<file path="src/camsr_pkg.sv">
package camsr_pkg;
   localparam int CLK_HZ = 100_000_000;
   localparam int BAUD   = 9600;
   localparam int BIT_CYC = CLK_HZ / BAUD;
   localparam int CNT_W  = 14;
   localparam int MAX_DATA = 7;

   localparam logic [7:0] HDR_BYTE   = 8'hF8;
   localparam logic [7:0] ACK_BYTE   = 8'h06;
   localparam logic [3:0] CSUM_NIB   = 4'h8;
   localparam logic [7:0] CSUM_BASE  = 8'h80;
   localparam logic [3:0] ASC_NIB    = 4'h3;
   localparam logic [7:0] STN_MIN    = 8'h01;
   localparam logic [7:0] STN_MAX    = 8'hDF;
   localparam logic [7:0] CHR_ACTIVE = 8'h41;
   localparam logic [7:0] CHR_QUERY  = 8'h3F;

   // register byte offsets
   localparam logic [7:0] OFS_STATION = 8'h00;
   localparam logic [7:0] OFS_PTPOS   = 8'h04;
   localparam logic [7:0] OFS_ZFPOS   = 8'h08;
   localparam logic [7:0] OFS_CAMST   = 8'h0C;
   localparam logic [7:0] OFS_LATCH   = 8'h10;
   localparam logic [7:0] OFS_LASTCMD = 8'h14;

   // camera status and latch register fields
   localparam int CAMST_ERR_BIT = 8;
   localparam int CAMST_AUX_LSB = 9;
   localparam int LATCH_BUSY_BIT = 4;

   localparam logic [7:0]  RST_STATION = 8'h01;
   localparam logic [7:0]  RST_PRESET  = 8'h30;
   localparam logic [23:0] RST_POS     = 24'h000000;

   localparam logic [1:0] RESP_OKAY   = 2'b00;
   localparam logic [1:0] RESP_SLVERR = 2'b10;

   typedef enum logic [4:0] {
      C_NONE = 5'h00, C_PAN_L = 5'h01, C_PAN_R = 5'h02, C_PAN_S = 5'h03,
      C_TILT_U = 5'h04, C_TILT_D = 5'h05, C_TILT_S = 5'h06,
      C_ZOOM_I = 5'h07, C_ZOOM_O = 5'h08, C_ZOOM_S = 5'h09,
      C_FOC_N = 5'h0A, C_FOC_F = 5'h0B, C_FOC_S = 5'h0C,
      C_IRIS_O = 5'h0D, C_IRIS_C = 5'h0E, C_IRIS_S = 5'h0F,
      C_PT_GOTO = 5'h10, C_ZF_GOTO = 5'h11, C_PT_REQ = 5'h12, C_ZF_REQ = 5'h13,
      C_TOG_IRIS = 5'h14, C_TOG_PWR = 5'h15, C_TOG_SPD = 5'h16,
      C_LATCH_REQ = 5'h17, C_PRE_GOTO = 5'h18, C_PRE_STORE = 5'h19,
      C_PRE_REQ = 5'h1A
   } camsr_cmd_e_t;

   typedef enum logic [1:0] {
      P_IDLE = 2'b00,
      P_ADDR = 2'b01,
      P_DATA = 2'b10
   } camsr_pstate_t;

   typedef struct packed {
      logic         valid;
      camsr_cmd_e_t code;
      logic [23:0]  arg;
   } camsr_cmd_t;
endpackage : camsr_pkg

</file>
<file path="src/camsr_top.sv">
module camsr_top #(
   parameter int BIT_CYC = camsr_pkg::BIT_CYC
) (
   // clock and reset
   input  wire logic               mclk,
   input  wire logic               srst,
   // serial link
   input  wire logic               rxd,
   output logic                    txd,
   // camera side
   output camsr_pkg::camsr_cmd_t   cmd,
   output logic [2:0]              latch_q,
   // axi4-lite write
   input  wire logic [7:0]         s_axi_awaddr,
   input  wire logic               s_axi_awvalid,
   output logic                    s_axi_awready,
   input  wire logic [31:0]        s_axi_wdata,
   input  wire logic [3:0]         s_axi_wstrb,
   input  wire logic               s_axi_wvalid,
   output logic                    s_axi_wready,
   output logic [1:0]              s_axi_bresp,
   output logic                    s_axi_bvalid,
   input  wire logic               s_axi_bready,
   // axi4-lite read
   input  wire logic [7:0]         s_axi_araddr,
   input  wire logic               s_axi_arvalid,
   output logic                    s_axi_arready,
   output logic [31:0]             s_axi_rdata,
   output logic [1:0]              s_axi_rresp,
   output logic                    s_axi_rvalid,
   input  wire logic               s_axi_rready
);
   localparam logic [13:0] BIT_LAST = 14'(BIT_CYC - 1);
   localparam logic [13:0] BIT_HALF = 14'(BIT_CYC / 2);

   // registers
   logic [7:0]  station;
   logic [23:0] pt_pos;
   logic [23:0] zf_pos;
   logic [7:0]  preset_chr;
   logic        comm_err;
   logic [1:0]  aux;
   logic [7:0]  aw_addr;
   logic        aw_ok;
   logic        w_ok;
   logic [31:0] w_data;
   logic [3:0]  w_strb;

   // receiver
   logic        rxd_s1;
   logic        rxd_s2;
   logic        rxd_q;
   logic        rx_busy;
   logic [13:0] rx_cnt;
   logic [3:0]  rx_bit;
   logic [7:0]  rx_sh;
   logic        rx_stb;

   // parser
   camsr_pkg::camsr_pstate_t pst;
   logic [7:0]  p_addr;
   logic [7:0]  p_x;
   logic [2:0]  p_len;
   logic [7:0]  d [camsr_pkg::MAX_DATA];

   // transmitter
   logic        tx_act;
   logic [3:0]  tx_idx;
   logic [3:0]  tx_n;
   logic [13:0] tx_cnt;
   logic [9:0]  tx_sh;
   logic [7:0]  rep [camsr_pkg::MAX_DATA];
   logic [2:0]  rep_len;

   // two flops before anything looks at the pin
   always_ff @(posedge mclk) begin
      if (srst) begin
         rxd_s1 <= 1'b1;
         rxd_s2 <= 1'b1;
         rxd_q  <= 1'b1;
      end else begin
         rxd_s1 <= rxd;
         rxd_s2 <= rxd_s1;
         rxd_q  <= rxd_s2;
      end
   end

   // mid-bit sampling, a false start is dropped at the half-bit
   always_ff @(posedge mclk) begin
      if (srst) begin
         rx_busy <= 1'b0;
         rx_cnt  <= 14'h0000;
         rx_bit  <= 4'h0;
         rx_sh   <= 8'h00;
         rx_stb  <= 1'b0;
      end else begin
         rx_stb <= 1'b0;
         if (!rx_busy) begin
            if (rxd_q && !rxd_s2) begin
               rx_busy <= 1'b1;
               rx_cnt  <= BIT_HALF;
               rx_bit  <= 4'h0;
            end
         end else if (rx_cnt != 14'h0000) begin
            rx_cnt <= rx_cnt - 14'h0001;
         end else begin
            rx_cnt <= BIT_LAST;
            rx_bit <= rx_bit + 4'h1;
            if (rx_bit == 4'h0 && rxd_s2) begin
               rx_busy <= 1'b0;
            end else if (rx_bit >= 4'h1 && rx_bit <= 4'h8) begin
               rx_sh <= {rxd_s2, rx_sh[7:1]};
            end else if (rx_bit == 4'h9) begin
               rx_busy <= 1'b0;
               rx_stb  <= rxd_s2;
            end
         end
      end
   end

   // command decode from the stored payload
   camsr_pkg::camsr_cmd_e_t dec;
   wire [7:0] d0 = d[0];
   wire [7:0] d1 = d[1];
   wire       d1_digit = (d1 >= 8'h30) && (d1 <= 8'h39);
   wire       two = (p_len == 3'd2);
   logic      pos_ok;

   always_comb begin
      pos_ok = (p_len == 3'd7);
      for (int i = 1; i < camsr_pkg::MAX_DATA; i++) begin
         if (d[i][7:4] != camsr_pkg::ASC_NIB) begin
            pos_ok = 1'b0;
         end
      end
   end

   always_comb begin
      dec = camsr_pkg::C_NONE;
      if (two) begin
         unique case ({d0, d1})
            {8'h50, 8'h4C}: dec = camsr_pkg::C_PAN_L;
            {8'h50, 8'h52}: dec = camsr_pkg::C_PAN_R;
            {8'h50, 8'h53}: dec = camsr_pkg::C_PAN_S;
            {8'h54, 8'h55}: dec = camsr_pkg::C_TILT_U;
            {8'h54, 8'h44}: dec = camsr_pkg::C_TILT_D;
            {8'h54, 8'h53}: dec = camsr_pkg::C_TILT_S;
            {8'h5A, 8'h49}: dec = camsr_pkg::C_ZOOM_I;
            {8'h5A, 8'h4F}: dec = camsr_pkg::C_ZOOM_O;
            {8'h5A, 8'h53}: dec = camsr_pkg::C_ZOOM_S;
            {8'h46, 8'h4E}: dec = camsr_pkg::C_FOC_N;
            {8'h46, 8'h46}: dec = camsr_pkg::C_FOC_F;
            {8'h46, 8'h53}: dec = camsr_pkg::C_FOC_S;
            {8'h49, 8'h4F}: dec = camsr_pkg::C_IRIS_O;
            {8'h49, 8'h43}: dec = camsr_pkg::C_IRIS_C;
            {8'h49, 8'h53}: dec = camsr_pkg::C_IRIS_S;
            {8'h50, 8'h3F}: dec = camsr_pkg::C_PT_REQ;
            {8'h56, 8'h3F}: dec = camsr_pkg::C_ZF_REQ;
            {8'h4C, 8'h4D}: dec = camsr_pkg::C_TOG_IRIS;
            {8'h4C, 8'h50}: dec = camsr_pkg::C_TOG_PWR;
            {8'h4C, 8'h53}: dec = camsr_pkg::C_TOG_SPD;
            {8'h4C, 8'h3F}: dec = camsr_pkg::C_LATCH_REQ;
            {8'h48, 8'h3F}: dec = camsr_pkg::C_PRE_REQ;
            default: begin
               if (d0 == 8'h48 && d1_digit) begin
                  dec = camsr_pkg::C_PRE_GOTO;
               end else if (d0 == 8'h50 && d1_digit) begin
                  dec = camsr_pkg::C_PRE_STORE;
               end
            end
         endcase
      end else if (pos_ok && d0 == 8'h70) begin
         dec = camsr_pkg::C_PT_GOTO;
      end else if (pos_ok && d0 == 8'h76) begin
         dec = camsr_pkg::C_ZF_GOTO;
      end
   end

   // frame acceptance at the checksum byte
   wire stn_ok  = (station >= camsr_pkg::STN_MIN) && (station <= camsr_pkg::STN_MAX);
   wire is_csum = (rx_sh[7:4] == camsr_pkg::CSUM_NIB);
   wire accept  = rx_stb && (pst == camsr_pkg::P_DATA) && is_csum
                  && (rx_sh[3:0] == p_x[3:0])
                  && (p_addr == station) && stn_ok
                  && (p_len >= 3'd2)
                  && (dec != camsr_pkg::C_NONE) && !tx_act;
   wire [23:0] goto_arg = {d[1][3:0], d[2][3:0], d[3][3:0],
                           d[4][3:0], d[5][3:0], d[6][3:0]};
   wire is_goto = (dec == camsr_pkg::C_PT_GOTO) || (dec == camsr_pkg::C_ZF_GOTO)
                  || (dec == camsr_pkg::C_PRE_GOTO);

   always_ff @(posedge mclk) begin
      if (srst) begin
         pst    <= camsr_pkg::P_IDLE;
         p_addr <= 8'h00;
         p_x    <= 8'h00;
         p_len  <= 3'd0;
         for (int i = 0; i < camsr_pkg::MAX_DATA; i++) begin
            d[i] <= 8'h00;
         end
      end else if (rx_stb) begin
         unique case (pst)
            camsr_pkg::P_IDLE: begin
               if (rx_sh == camsr_pkg::HDR_BYTE) begin
                  pst <= camsr_pkg::P_ADDR;
               end
            end
            camsr_pkg::P_ADDR: begin
               p_addr <= rx_sh;
               p_x    <= rx_sh;
               p_len  <= 3'd0;
               pst    <= camsr_pkg::P_DATA;
            end
            camsr_pkg::P_DATA: begin
               // resync on a fresh header; overlong frames are dropped
               if (is_csum) begin
                  pst <= camsr_pkg::P_IDLE;
               end else if (rx_sh == camsr_pkg::HDR_BYTE) begin
                  pst <= camsr_pkg::P_ADDR;
               end else if (p_len == 3'(camsr_pkg::MAX_DATA)) begin
                  pst <= camsr_pkg::P_IDLE;
               end else begin
                  d[p_len] <= rx_sh;
                  p_x      <= p_x ^ rx_sh;
                  p_len    <= p_len + 3'd1;
               end
            end
            default: pst <= camsr_pkg::P_IDLE;
         endcase
      end
   end

   // command outputs, latches and reply payload
   function automatic logic [7:0] asc(input logic [3:0] n);
      asc = {camsr_pkg::ASC_NIB, n};
   endfunction : asc

   always_ff @(posedge mclk) begin
      if (srst) begin
         cmd     <= '0;
         latch_q <= 3'b000;
         rep_len <= 3'd0;
         for (int i = 0; i < camsr_pkg::MAX_DATA; i++) begin
            rep[i] <= 8'h00;
         end
      end else begin
         cmd.valid <= accept;
         if (accept) begin
            cmd.code <= dec;
            cmd.arg  <= (dec == camsr_pkg::C_PRE_GOTO || dec == camsr_pkg::C_PRE_STORE)
                        ? {20'h00000, d1[3:0]} : goto_arg;
            unique case (dec)
               camsr_pkg::C_TOG_IRIS: latch_q[0] <= !latch_q[0];
               camsr_pkg::C_TOG_PWR:  latch_q[1] <= !latch_q[1];
               camsr_pkg::C_TOG_SPD:  latch_q[2] <= !latch_q[2];
               default: ;
            endcase
            rep_len <= 3'd0;
            unique case (dec)
               camsr_pkg::C_PT_REQ, camsr_pkg::C_ZF_REQ: begin
                  rep_len <= 3'd7;
                  rep[0]  <= (dec == camsr_pkg::C_PT_REQ) ? 8'h50 : 8'h56;
                  for (int i = 0; i < 6; i++) begin
                     rep[i+1] <= asc((dec == camsr_pkg::C_PT_REQ)
                                     ? pt_pos[23-4*i -: 4] : zf_pos[23-4*i -: 4]);
                  end
               end
               camsr_pkg::C_LATCH_REQ: begin
                  rep_len <= 3'd4;
                  rep[0]  <= 8'h4C;
                  rep[1]  <= asc({comm_err, latch_q[2], latch_q[1], latch_q[0]});
                  rep[2]  <= camsr_pkg::CHR_ACTIVE;
                  rep[3]  <= asc({2'b00, aux});
               end
               camsr_pkg::C_PRE_REQ: begin
                  rep_len <= 3'd2;
                  rep[0]  <= 8'h48;
                  rep[1]  <= preset_chr;
               end
               default: ;
            endcase
         end
      end
   end

   // reply checksum over station and payload
   logic [7:0] rep_x;
   always_comb begin
      rep_x = station;
      for (int i = 0; i < camsr_pkg::MAX_DATA; i++) begin
         if (3'(i) < rep_len) begin
            rep_x = rep_x ^ rep[i];
         end
      end
   end

   // byte order: ack, then header, station, payload, checksum
   wire [3:0] tx_last = (rep_len == 3'd0) ? 4'h0 : 4'(rep_len) + 4'h3;
   wire [3:0] nx_idx  = tx_idx + 4'h1;
   logic [7:0] nx_byte;
   always_comb begin
      if (nx_idx == 4'h1) begin
         nx_byte = camsr_pkg::HDR_BYTE;
      end else if (nx_idx == 4'h2) begin
         nx_byte = station;
      end else if (nx_idx == tx_last) begin
         nx_byte = camsr_pkg::CSUM_BASE | {4'h0, rep_x[3:0]};
      end else begin
         nx_byte = rep[3'(nx_idx - 4'h3)];
      end
   end

   // start one cycle after acceptance, so rep is loaded; bytes go back to back
   always_ff @(posedge mclk) begin
      if (srst) begin
         tx_act <= 1'b0;
         tx_idx <= 4'h0;
         tx_n   <= 4'h0;
         tx_cnt <= 14'h0000;
         tx_sh  <= 10'h3FF;
         txd    <= 1'b1;
      end else if (!tx_act) begin
         if (cmd.valid) begin
            tx_act <= 1'b1;
            tx_idx <= 4'h0;
            tx_n   <= 4'h0;
            tx_cnt <= BIT_LAST;
            tx_sh  <= {1'b1, camsr_pkg::ACK_BYTE, 1'b0};
            txd    <= 1'b0;
         end
      end else if (tx_cnt != 14'h0000) begin
         tx_cnt <= tx_cnt - 14'h0001;
      end else begin
         tx_cnt <= BIT_LAST;
         if (tx_n != 4'h9) begin
            tx_n  <= tx_n + 4'h1;
            txd   <= tx_sh[1];
            tx_sh <= {1'b1, tx_sh[9:1]};
         end else if (tx_idx == tx_last) begin
            tx_act <= 1'b0;
         end else begin
            tx_idx <= nx_idx;
            tx_n   <= 4'h0;
            tx_sh  <= {1'b1, nx_byte, 1'b0};
            txd    <= 1'b0;
         end
      end
   end

   // axi4-lite write side
   wire        wr_go  = aw_ok && w_ok && !s_axi_bvalid;
   wire [31:0] wmask  = {{8{w_strb[3]}}, {8{w_strb[2]}}, {8{w_strb[1]}}, {8{w_strb[0]}}};
   wire [31:0] wd     = w_data & wmask;
   wire        wr_stn = wr_go && (aw_addr == camsr_pkg::OFS_STATION);
   wire        wr_pt  = wr_go && (aw_addr == camsr_pkg::OFS_PTPOS);
   wire        wr_zf  = wr_go && (aw_addr == camsr_pkg::OFS_ZFPOS);
   wire        wr_cam = wr_go && (aw_addr == camsr_pkg::OFS_CAMST);
   wire        wr_hit = wr_stn || wr_pt || wr_zf || wr_cam;

   always_ff @(posedge mclk) begin
      if (srst) begin
         s_axi_awready <= 1'b1;
         s_axi_wready  <= 1'b1;
         s_axi_bvalid  <= 1'b0;
         s_axi_bresp   <= camsr_pkg::RESP_OKAY;
         aw_ok   <= 1'b0;
         w_ok    <= 1'b0;
         aw_addr <= 8'h00;
         w_data  <= 32'h00000000;
         w_strb  <= 4'h0;
      end else begin
         if (s_axi_awvalid && s_axi_awready) begin
            s_axi_awready <= 1'b0;
            aw_ok   <= 1'b1;
            aw_addr <= {s_axi_awaddr[7:2], 2'b00};
         end
         if (s_axi_wvalid && s_axi_wready) begin
            s_axi_wready <= 1'b0;
            w_ok   <= 1'b1;
            w_data <= s_axi_wdata;
            w_strb <= s_axi_wstrb;
         end
         if (wr_go) begin
            aw_ok        <= 1'b0;
            w_ok         <= 1'b0;
            s_axi_bvalid <= 1'b1;
            s_axi_bresp  <= wr_hit ? camsr_pkg::RESP_OKAY : camsr_pkg::RESP_SLVERR;
         end
         if (s_axi_bvalid && s_axi_bready) begin
            s_axi_bvalid  <= 1'b0;
            s_axi_awready <= 1'b1;
            s_axi_wready  <= 1'b1;
         end
      end
   end

   // station is software-set at installation only; frames never touch it
   always_ff @(posedge mclk) begin
      if (srst) begin
         station    <= camsr_pkg::RST_STATION;
         pt_pos     <= camsr_pkg::RST_POS;
         zf_pos     <= camsr_pkg::RST_POS;
         preset_chr <= camsr_pkg::RST_PRESET;
         comm_err   <= 1'b0;
         aux        <= 2'b00;
      end else begin
         if (wr_stn && w_strb[0]) begin
            station <= w_data[7:0];
         end
         if (wr_pt) begin
            pt_pos <= (pt_pos & ~wmask[23:0]) | wd[23:0];
         end
         if (wr_zf) begin
            zf_pos <= (zf_pos & ~wmask[23:0]) | wd[23:0];
         end
         if (wr_cam && w_strb[0]) begin
            preset_chr <= w_data[7:0];
         end
         if (wr_cam && w_strb[1]) begin
            comm_err <= w_data[camsr_pkg::CAMST_ERR_BIT];
            aux      <= w_data[camsr_pkg::CAMST_AUX_LSB +: 2];
         end
         // a goto accepted in the same cycle wins over software
         if (accept && is_goto) begin
            preset_chr <= camsr_pkg::CHR_ACTIVE;
         end
      end
   end

   // axi4-lite read side
   wire [7:0] ra = {s_axi_araddr[7:2], 2'b00};
   logic [31:0] rd_mux;
   logic        rd_hit;
   always_comb begin
      rd_hit = 1'b1;
      unique case (ra)
         camsr_pkg::OFS_STATION: rd_mux = {24'h000000, station};
         camsr_pkg::OFS_PTPOS:   rd_mux = {8'h00, pt_pos};
         camsr_pkg::OFS_ZFPOS:   rd_mux = {8'h00, zf_pos};
         camsr_pkg::OFS_CAMST:   rd_mux = {21'h000000, aux, comm_err, preset_chr};
         camsr_pkg::OFS_LATCH:   rd_mux = {27'h0000000, tx_act, 1'b0, latch_q};
         camsr_pkg::OFS_LASTCMD: rd_mux = {3'h0, cmd.code, cmd.arg};
         default: begin
            rd_mux = 32'h00000000;
            rd_hit = 1'b0;
         end
      endcase
   end

   always_ff @(posedge mclk) begin
      if (srst) begin
         s_axi_arready <= 1'b1;
         s_axi_rvalid  <= 1'b0;
         s_axi_rdata   <= 32'h00000000;
         s_axi_rresp   <= camsr_pkg::RESP_OKAY;
      end else if (s_axi_arvalid && s_axi_arready) begin
         s_axi_arready <= 1'b0;
         s_axi_rvalid  <= 1'b1;
         s_axi_rdata   <= rd_mux;
         s_axi_rresp   <= rd_hit ? camsr_pkg::RESP_OKAY : camsr_pkg::RESP_SLVERR;
      end else if (s_axi_rvalid && s_axi_rready) begin
         s_axi_rvalid  <= 1'b0;
         s_axi_arready <= 1'b1;
      end
   end
endmodule : camsr_top

</file>
<file path="config.mk">
export PLATFORM = sky130hd
export DESIGN_NAME = camsr_top
export DESIGN_NICKNAME = d
export VERILOG_FILES = /design/src/camsr_pkg.sv /design/src/camsr_top.sv
export SDC_FILE = /design/constraint.sdc
export NUM_CORES = 1
export LEC_CHECK = 0
export BUFFER_PORTS_ARGS = -buffer_cell sky130_fd_sc_hd__buf_2
export CORE_MARGIN = 2
export CORE_UTILIZATION = 35
export CTS_BUF_LIST = sky130_fd_sc_hd__clkbuf_4 sky130_fd_sc_hd__clkbuf_8 sky130_fd_sc_hd__clkbuf_16
export CTS_CLUSTER_DIAMETER = 100
export CTS_CLUSTER_SIZE = 16
export DETAILED_ROUTE_END_ITERATION = 12
export PLACE_DENSITY = 0.59
export SLEW_MARGIN = 20
export SYNTH_ARGS = -nofsm -noshare
export SYNTH_HDL_FRONTEND = slang
export SYNTH_SLANG_ARGS = --single-unit
</file>
<file path="constraint.sdc">
create_clock -name mclk -period 5.1 [get_ports mclk]
set_input_delay 0.765 -clock mclk [delete_from_list [all_inputs] [get_ports mclk]]
set_output_delay 0.765 -clock mclk [all_outputs]
set_load 0.02 [all_outputs]
</file>
==> results of run 1 <==
[final cells by class]
class                      instances  area, um2
fill                            4713      29000
multi-input combinational       1355       8530
sequential                       349       7780
timing repair buffer             141        774
tap                              615        769
clock buffer                      39        754
inverter                          37        139
clock inverter                     3       41.3
antenna                            1       2.50
[placed cells by master, fill, tap and decap left out, drive strengths merged, types with 7 or more instances in the layout]
cell type  synthesis  layout
nand2            205     205
or2               16      16
o2bb2ai            8       8
xor2              25      25
nor2b             18      18
nor2             201     201
nor3b              9       9
nand3b            10      10
a32oi              8       8
nor4              25      25
a21oi            172     172
a222oi            24      24
buf               33     141
mux2i            104     104
a31oi             13      13
ha                15      15
dfxtp            270     270
o21ai             52      52
a32o              21      21
a221oi             8       8
nand3             72      72
nand2b            22      22
inv               35      35
nor3              41      41
and2              54      54
or3               12      12
and3               8       8
a22oi              9       9
edfxtp            79      79
mux2              15      15
o31ai              7       7
nand4b             8       8
a211oi            12      12
nand4             18      18
clkbuf            92      39
xnor2             32      32
or4                9       9
nor4b              7       7
[logic make-up after synthesis]
logic type / after synthesis / synth area share [%]
xor gates and xnor gates: 58 / 3.08
DFF: 349 / 46.0
adders and majority gates: 17 / 1.23
buffers and inverters: 162 / 3.99
other: 1 / 0.0222
muxes: 123 / 7.68
AOI/OAI and AO/OA: 390 / 15.3
and+or+nand+nor: 762 / 22.7
[final timing paths]
check / to
max: rep[3][3]
min: rxd_s1
max reg2reg: rep[3][3]
min reg2reg: rxd_s2
[power groups by stage]
stage                     clock network (mW)  registers, mW  logic, mW
after floorplan                            0           2.98      0.204
after global placement                     0           3.01      0.270
after detailed placement                   0           3.01      0.277
after CTS                               2.06           2.95      0.277
after global routing                    2.17           2.96      0.309
final                                   2.02           2.95      0.278
[through the flow]
step                      setup WS, ns  utilization, %  cells
after floorplan                   1.88               -   1866
after global placement            1.10            37.7   2497
after detailed placement          1.13            37.7   2497
after CTS                         1.10            39.3   2539
after global routing             0.720            39.3   2539
final                             1.07            39.3   2540
[per-layer routing]
| metal | share of wire [%] | vias to the layer above | GRT usage (%) |
|---|---|---|---|
| met1 | 46 | 6914 | 26.9 |
| met4 | 2.8 | 0 | 5.53 |
| met3 | 6.5 | 90 | 2.60 |
| met2 | 45 | 515 | 31.0 |
| li1 | - | 6806 | - |
| met5 | 0 | - | 0 |
[synth_stat cells (all sizes together), types with 7 or more instances]
cell type and number:
nand4 18, a31oi 13, nand2 205, o31ai 7, a22oi 9, a222oi 24, xor2 25, nor3b 9
or2 16, nand4b 8, ha 15, o21ai 52, nor2 201, or3 12, inv 35, a32o 21
nand3b 10, xnor2 32, mux2i 104, or4 9, nor2b 18, clkbuf 92, nor4 25, a211oi 12
and3 8, mux2 15, nand2b 22, a32oi 8, a221oi 8, nor3 41, edfxtp 79, dfxtp 270
o2bb2ai 8, a21oi 172, and2 54, nand3 72, nor4b 7, buf 33
[worst max-delay path, stage by stage (launching register included)]
cell and delay, ns:
edfxtp_1 0.61, nor4b_2 0.82, nand3_1 0.19, o211ai_1 0.27, a21boi_1 0.19, or2_2 0.40, nor4_1 0.49, nor2_1 0.26
nand2_1 0.44
==> metrics.md, run 1 <==
| Metric | Value |
|---|---|
| Slew Limit Headroom | 27.7% |
| Top cell type's share of synthesized area | 31.9% |
| Initial core utilization | 35.4% |
| Clock Power Share | 38.5% |
| Maximum vdd drop | 0.230 mV |
| Worst-Skew Late Latency | 0.57 ns |
| Clock buffer depth | 3 |
| Seq cells post-synth | 349 |
| Vias post-DR | 14,325 |
| Worst hold stages | 2 |
| Synth top area cells | dfxtp_1 (32%), edfxtp_1 (14%), mux2i_1 (6.2%), a21oi_1 (5.1%), nand2_1 (4.5%) |
| Vias in the first global route | 13,508 |
| Post-DP Area | 0.0180 mm2 |
| Input/output buffers | 116 |
| F_max | 248 MHz |
| Sw Ratio | 23.7% |
| # IOs | 135 |
| Syn Inst Count | 1,862 |
| Synth cell types | 95 |
| H-tree levels | 1 |
| Leakage | 6.86 nW |
| Hold Slack | 0.392 ns |
| Flop pwr share | 56.2% |
| Tot Pwr | 5.24 mW |
| Post-synth EDFFs | 79 |
| Status | completed |
| CTS Buf Count | 26 |
| Layout cells sized above 1 | 12.7% |
| Tmin final | 4.03 ns |
| Final net count | 1,985 |
| Least-Margin Pin Slew | 1.08 ns |
| Critical R2R Launch | d[0][4] |
| Reg clk slew, reported paths | 0.07 ns |
| Worst hold path class | in -> reg |
| WL/cell | 19.5 um |
| First-pass GRT wire length | 76,900 um |
| Largest net degree at the start of global routing | 104 |
| Main flop type after synthesis | dfxtp_1 |
| Combinational Power Share | 5.3% |
| RSZ-0062 raised after global routing | no |
| Root buf cell | clkbuf_16 |
| # Post-CTS Setup Buffers | 0 |
| ANT nets after route | 0 |
| Crit-path max FO | 14 |
| Final HPWL DP | 35,200 um |
| Setup-failing EPs final | 0 |
| DRC Markers | 0 |
| GP Congestion | 0.878 |
| Worst Reg-to-Reg Cells | 8 |
| Setup TNS | 0 ns |
| Max_cap viols | 0 |
| Setup CP Type | reg -> reg |
| Clock skew | 0.0256 ns |
| Max Slew Vio Count | 0 |
| Clock Sinks | 349 |
| Drt total wl | 49,600 um |
| CP endpoint kind | register |
| Psw | 1.24 mW |
| Core ar. | 0.0477 mm2 |
| CP Launch Type | register |
| Post-route cell area | 0.0188 mm2 |
| FF-to-FF setup slack | 1.07 ns |
| Chip width | 224 um |
| Initial DRC Count | 1,133 |
| Initial antenna violation count | 0 |
| Int Power | 4.00 mW |
| CP Data Arrival Time | 4.25 ns |
| YS warnings | 0 |
| DRT Pass-1 Iters | 10 |
| Yosys top cell by area | dfxtp_1 |
| Mean post-synth cell area | 9.09 um2 |
| Die Ht | 224 um |
| Hold path startpoint | rxd |
| Total die area | 0.0501 mm2 |
| Post-CTS sizing | 0 |
| Hold Buf Count CTS | 0 |
| Tcrit/Tclk final | 79.1% |
| Grt total ovfl | 0 |
| Global-route usage over all layers | 19.2% |
| Drt via density | 5.64 |
| Cell Pwr Density | 279 mW/mm2 |
| Required @ worst endpoint | 5.32 ns |
| Final Hold Vio Count | 0 |
| Post-Syn Area | 0.0169 mm2 |
| Worst Setup SP | d[0][4] |
| CTS tree | yes |
| Ys async rst share | 0% |
| Num rows | 80 |
| Area delta synth->final | 11.0% |
| Sequential area share after synthesis | 46.0% |
Note: power is estimated with default switching activity, not from simulation.
==> run 2, diff against run 1 <==
--- a/config.mk
+++ b/config.mk
@@ -12,7 +12,7 @@
 export CTS_CLUSTER_DIAMETER = 100
 export CTS_CLUSTER_SIZE = 16
 export DETAILED_ROUTE_END_ITERATION = 12
-export PLACE_DENSITY = 0.59
+export PLACE_DENSITY = 0.61
 export SLEW_MARGIN = 20
 export SYNTH_ARGS = -nofsm -noshare
 export SYNTH_HDL_FRONTEND = slang
==> constraint.sdc (replaced) <==
create_clock -name mclk -period 3.25 [get_ports mclk]
set_input_delay 0.4875 -clock mclk [delete_from_list [all_inputs] [get_ports mclk]]
set_output_delay 0.4875 -clock mclk [all_outputs]
set_load 0.02 [all_outputs]
==> run 2 against run 1 <==
- combinational power rose by 77%
- sequential power up 56%
- die area unchanged
- clock skew increased by 0.0076 ns
- core utilization grew 3.0 points
- design area grew 7.6%
- non-clock buffer count is 142 higher
- highest routed layer unchanged
- sequential cell count did not move
- worst hold slack worse by 0.28 ns
- power increased by 59%
- sequential share of layout area fell by 2.9 points
- cell count is 5.6% higher
- the run now ends with negative setup slack left
==> metrics.md, run 2 (same netlist as run 1, synthesis figures left out) <==
| Metric | Value |
|---|---|
| Status | finished, violations left |
| Failing checks | negative setup slack |
| Maximum vdd drop | 0.334 mV (+45%) |
| Setup CP Type | reg -> reg |
| DRT Pass-1 Iters | 9 (-1) |
| Cell Pwr Density | 414 mW/mm2 (+48%) |
| Drt total wl | 51,600 um (+4.0%) |
| F_max | 307 MHz (+24%) |
| Chip width | 224 um (unchanged) |
| Total die area | 0.0501 mm2 (unchanged) |
| Max_cap viols | 0 (unchanged) |
| Least-Margin Pin Slew | 1.01 ns (-0.0692 ns) |
| # fillers | 4,572 (-3.0%) |
| Vias in the first global route | 14,229 (+5.3%) |
| Initial DRC Count | 1,347 (+19%) |
| Slew Limit Headroom | 32.8% (+5.1 points) |
| RSZ-0062 raised after global routing | yes |
| Final Hold Vio Count | 0 (unchanged) |
| GP Congestion | 0.884 (+0.69%) |
| Num rows | 80 (unchanged) |
| CP Launch Type | register |
| Most common cell after layout, fill and taps aside | dfxtp_1 |
| Area of the multi-input gates | 0.00876 mm2 (+2.7%) |
| Final net count | 2,127 (+7.2%) |
| ANT nets after route | 0 (unchanged) |
| Initial core utilization | 35.4% (unchanged) |
| Clock skew | 0.0332 ns (+0.00762 ns) |
| Leakage | 7.66 nW (+12%) |
| Required @ worst endpoint | 3.58 ns (-1.74 ns) |
| CP Data Arrival Time | 3.59 ns (-0.66 ns) |
| H-tree levels | 1 (unchanged) |
| Final HPWL DP | 37,700 um (+7.1%) |
| Largest net degree at the start of global routing | 93 (-11%) |
| Reg clk slew, reported paths | 0.08 ns (about the same) |
| Initial antenna violation count | 0 (unchanged) |
| DRC Markers | 0 (unchanged) |
| Setup-failing EPs final | 2 (+2) |
| CP endpoint kind | register |
| WL/cell | 19.2 um (-1.5%) |
| Worst-Skew Late Latency | 0.58 ns (about the same) |
| Vias post-DR | 14,863 (+3.8%) |
| Max Slew Vio Count | 0 (unchanged) |
| CTS tree | yes |
| Setup WS pre-CTS | -0.0630 ns (-1.19 ns) |
| Tcrit/Tclk final | 100% (+21 points) |
| Hold Buf Count CTS | 0 (unchanged) |
| Hold Slack | 0.107 ns (-0.284 ns) |
| Clock Sinks | 349 (unchanged) |
| Worst hold path class | in -> reg |
| # IOs | 135 (unchanged) |
| CTS Buf Count | 26 (unchanged) |
| Input/output buffers | 116 (unchanged) |
| Drt via density | 5.54 (-1.7%) |
| Die Ht | 224 um (unchanged) |
| Register area | 0.00778 mm2 (unchanged) |
| Crit-path max FO | 8 (-6) |
| Setup ws final | -0.00546 ns (-1.07 ns) |
| Root buf cell | clkbuf_16 |
| Grt total ovfl | 0 (unchanged) |
| Clock buffer depth | 3 (unchanged) |
| First-pass GRT wire length | 79,900 um (+4.0%) |
| Layout cells sized above 1 | 20.8% (+8.1 points) |
| Global-route usage over all layers | 20.0% (+0.73 points) |
| Area delta synth->final | 19.5% |
| Number of antenna diodes | 0 (-1) |
| Most frequent cells in the layout | dfxtp_1 (270), nand2_1 (205), nor2_1 (194), a21oi_1 (170), buf_4 (152) |
| Tmin final | 3.26 ns (-0.778 ns) |
| Core ar. | 0.0477 mm2 (unchanged) |
run 2: cell count changes in the layout (fill, tap and decap cells not counted), moves of 4 or more:
cell / delta
buf_4: +127
mux2i_1: -13
mux2i_2: +12
nor4_1: -7
buf_12: +6
buf_6: +6
nor2_1: -6
nor2_2: +6
nor4_2: +6
o21ai_1: -4
run 2: layout make-up:
type	instances	area share [%]
Multi-Input combinational cell	1355	43.3
Sequential cell	349	38.5
Timing Repair Buffer	283	9.65
Tap cell	615	3.81
Clock buffer	40	3.74
Inverter	37	0.712
Clock inverter	3	0.309
run 2: final timing paths:
kind / startpoint / depth (start not counted) / slack, ns / to
setup / recovery: d[0][7] / 11 / -0.005 / rep[3][3]
hold / removal: rxd / 2 / 0.11 / rxd_s1
setup reg to reg: d[0][7] / 11 / -0.005 / rep[3][3]
hold reg to reg: rxd_s1 / 1 / 0.43 / rxd_s2
run 2: report_power, final:
part | switching (mW) | internal [mW]
Sequential | 0.102 | 4.51
Combinational | 0.307 | 0.186
Clock | 1.56 | 1.70
Total | 1.97 | 6.40
run 2: stage by stage:
stage / cells / TNS [ns] / utilization, % / area (um2) / total power [mW]
floorplan: 1866 / 0 / - / 16900 / 5.00
global placement: 2620 / -0.0169 / 39.7 / 19000 / 5.17
detailed placement: 2620 / -0.367 / 39.7 / 19000 / 5.19
CTS: 2667 / 0 / 41.6 / 19900 / 8.41
global route: 2682 / -0.623 / 42.3 / 20200 / 8.66
finish: 2682 / -0.00825 / 42.3 / 20200 / 8.36
run 2: what timing repair did:
action | CTS | global route
setup buffers | 4 | 14
gates cloned | 0 | 2
pin swaps | 2 | 11
endpoints found under the setup margin | 29 | 89
gates resized for setup | 7 | 54
run 2: metal layers:
| layer | global-route usage [%] | routed length [um] | share of wire (%) | vias up |
|---|---|---|---|---|
| met5 | 0 | 0 | 0 | - |
| met4 | 6.41 | 1470 | 2.9 | 0 |
| met3 | 3.16 | 3320 | 6.4 | 88 |
| met2 | 32.0 | 23700 | 46 | 502 |
| met1 | 27.6 | 23100 | 45 | 7185 |
| li1 | - | - | - | 7088 |
run 2: critical path: stages, from the launching register on:
cell,delay (ns)
edfxtp_1,0.42
or4b_4,0.57
or4_4,0.44
a221oi_4,0.31
buf_4,0.17
o41ai_4,0.07
nor4_4,0.24
buf_6,0.18
buf_12,0.16
mux2i_2,0.24
buf_4,0.16
nor2_2,0.04
==> run 3, diff against run 2 <==
==> constraint.sdc (replaced) <==
create_clock -name mclk -period 2.7 [get_ports mclk]
set_input_delay 0.405 -clock mclk [delete_from_list [all_inputs] [get_ports mclk]]
set_output_delay 0.405 -clock mclk [all_outputs]
set_load 0.02 [all_outputs]
==> run 3 against run 2 <==
- the flow still finishes with violations (negative setup slack)
- clock skew fell by 0.0034 ns
- first-iteration DRC count fell by 9.5%
- combinational power rose by 32%
- global-route usage rose by 0.87 points
- via count rose by 2.9%
- sequential cell count did not move
- non-clock buffer count rose by 85
- clock-buffer cell count fell by 2
- power rose by 20%
- die area did not move
- critical endpoint is now rep[6][3]
- largest cell class unchanged
- largest power group unchanged
==> metrics.md, run 3 (same netlist as run 1, synthesis figures left out) <==
| Metric | Value |
|---|---|
| # IOs | 135 (unchanged) |
| CP delay by family, top | simple AND/OR/NAND/NOR gates |
| Clock Power Share | 38.1% (-0.8 points) |
| Clock buffer depth | 3 (unchanged) |
| Tot Pwr | 10.0 mW (+20%) |
| Sw Ratio | 24.1% (+0.57 points) |
| CTS tree | yes |
| Slew Limit Headroom | 32.9% (+0.086 points) |
| Worst-Skew Late Latency | 0.58 ns (about the same) |
| Flop pwr share | 55.4% (+0.2 points) |
| Setup ws final | -0.515 ns (-0.509 ns) |
| Hold Slack | 0.0255 ns (-0.0818 ns) |
| WP buf/inv | 4 (unchanged) |
| F_max | 311 MHz (+1.3%) |
| Number of antenna diodes | 0 (unchanged) |
| WL/cell | 19.6 um (+1.8%) |
| Required @ worst endpoint | 3.20 ns (-0.38 ns) |
| RSZ-0062 raised after global routing | yes |
| Vias in the first global route | 14,626 (+2.8%) |
| GP Congestion | 0.930 (+5.2%) |
| Max Slew Vio Count | 0 (unchanged) |
| Setup CP Type | reg -> reg |
| Leakage | 8.31 nW (+8.6%) |
| Chip width | 224 um (unchanged) |
| Post-route cell area | 0.0215 mm2 (+6.3%) |
| Grt total ovfl | 0 (unchanged) |
| Final Hold Vio Count | 0 (unchanged) |
| Tmin final | 3.21 ns (-0.0408 ns) |
| H-tree levels | 1 (unchanged) |
| Least-Margin Pin Slew | 1.01 ns (+0.00114 ns) |
| Initial DRC Count | 1,219 (-9.5%) |
| Tcrit/Tclk final | 119% (+19 points) |
| Status | finished, violations left |
| Input/output buffers | 116 (unchanged) |
| CTS Buf Count | 26 (unchanged) |
| CP Data Arrival Time | 3.72 ns (+0.13 ns) |
| Setup-failing EPs final | 112 (+110) |
| Max_cap viols | 0 (unchanged) |
| Core ar. | 0.0477 mm2 (unchanged) |
| Most frequent cells in the layout | dfxtp_1 (270), buf_4 (210), nand2_1 (197), nor2_1 (187), a21oi_1 (164) |
| Post-DP Area | 0.0197 mm2 (+4.0%) |
| Most common cell after layout, fill and taps aside | dfxtp_1 |
| Setup TNS | -38.43 ns (-38.42 ns) |
| Int Power | 7.61 mW (+19%) |
| Critical path, cell by cell | or4b_4 -> or4_4 -> a221oi_4 -> buf_6 -> o41ai_4 -> buf_4 -> or4_4 -> buf_4 -> buf_6 -> o2bb2ai_1 |
| Placed cell count | 2,694 (+2.8%) |
| Maximum vdd drop | 0.477 mV (+43%) |
| Reg clk slew, reported paths | 0.08 ns (about the same) |
| Drt via density | 5.53 (-0.22%) |
| Cell Pwr Density | 467 mW/mm2 (+13%) |
| Largest net degree at the start of global routing | 196 (+110%) |
| Drt total wl | 54,200 um (+5.0%) |
| CP endpoint kind | register |
| Initial antenna violation count | 0 (unchanged) |
| Layout cells sized above 1 | 26.5% (+5.7 points) |
| Worst hold path class | in -> reg |
| Failing checks | negative setup slack |
| Vias post-DR | 15,295 (+2.9%) |
| Combinational Power Share | 6.5% (+0.6 points) |
| Area delta synth->final | 27.0% |
| Clock skew | 0.0299 ns (-0.00337 ns) |
| Final HPWL DP | 39,500 um (+4.7%) |
| ANT nets after route | 0 (unchanged) |
| Crit path largest cell delay | 0.58 ns (about the same) |
| Total die area | 0.0501 mm2 (unchanged) |
| DRT Pass-1 Iters | 8 (-1) |
| Global-route usage over all layers | 20.8% (+0.87 points) |
| Die Ht | 224 um (unchanged) |
| Initial core utilization | 35.4% (unchanged) |
| Clock Sinks | 349 (unchanged) |
| First-pass GRT wire length | 83,100 um (+4.0%) |
| Post-route insts no fill | 2,766 (+3.1%) |
| Final net count | 2,213 (+4.0%) |
| Crit path max-delay cell type | or4b_4 |
| Num rows | 80 (unchanged) |
| CP Launch Type | register |
| Psw | 2.42 mW (+23%) |
| DRC Markers | 0 (unchanged) |
| Crit-path max FO | 8 (unchanged) |
| Root buf cell | clkbuf_16 |
[run 3: changes by cell type in the layout (fill, tap and decap cells not counted), moves of 6 or more]
cell     previous run  this run
buf_4             152       210
mux2i_2            12         4
mux2i_1            91        97
inv_1              35        29
nor3_1             39        33
nor2_1            194       187
nor2_4              0         7
buf_6               7        28
nand2_1           205       197
a21oi_1           170       164
nand2_2             0         7
[run 3: routing by layer]
layer  vias up  routed length (um)  track usage [%]  share of wire (%)
met5         -                   0                0                  0
met2       454               25000             34.0                 46
met1      7502               24500             29.0                 45
met3        81                3470             2.87                6.4
li1       7258                   -                -                  -
met4         0                1200             5.42                2.2
[run 3: worst paths after layout]
kind / cells past startpoint / start / endpoint / slack [ns]
min: 2 / rxd / rxd_s1 / 0.03
max reg2reg: 10 / d[0][4] / rep[6][3] / -0.51
min reg2reg: 1 / rxd_s1 / rxd_s2 / 0.42
max: 10 / d[0][4] / rep[6][3] / -0.51
[run 3: through the flow]
step	utilization, %	setup slack, ns
floorplan	-	-0.360
global placement	41.3	-0.598
detailed placement	41.3	-0.621
CTS	43.7	-0.448
global route	45.0	-0.587
finish	45.0	-0.515
[run 3: repair_timing]
action                                  4_1_cts  5_1_grt
endpoints found under the setup margin      118      180
hold buffers                                  0        0
resized for setup                            35      116
setup buffers                                18       20
pin swaps                                    13       33
gates cloned                                  2        3
[run 3: area by class of cell]
class                   count  area [um2]
well taps                 615         769
inverters                  37         159
clock buffers              38         741
repair buffers            368        2760
clock inverters             3        38.8
fillers                  4476       26300
multi-input cells        1356        9240
flip-flops and latches    349        7780
[run 3: power by group through the flow]
stage / sequential [mW] / combinational (mW) / clock [mW]
2_1_floorplan: 5.63 / 0.390 / 0
3_3_place_gp: 5.67 / 0.596 / 0
3_5_place_dp: 5.67 / 0.611 / 0
4_1_cts: 5.55 / 0.630 / 3.88
5_1_grt: 5.57 / 0.720 / 4.05
6_report: 5.56 / 0.652 / 3.82
[run 3: worst register-to-register path: stages (launching register included)]
cell	delay (ns)
edfxtp_1	0.42
or4b_4	0.59
or4_4	0.44
a221oi_4	0.35
buf_6	0.17
o41ai_4	0.07
buf_4	0.17
or4_4	0.51
buf_4	0.18
buf_6	0.12
o2bb2ai_1	0.13
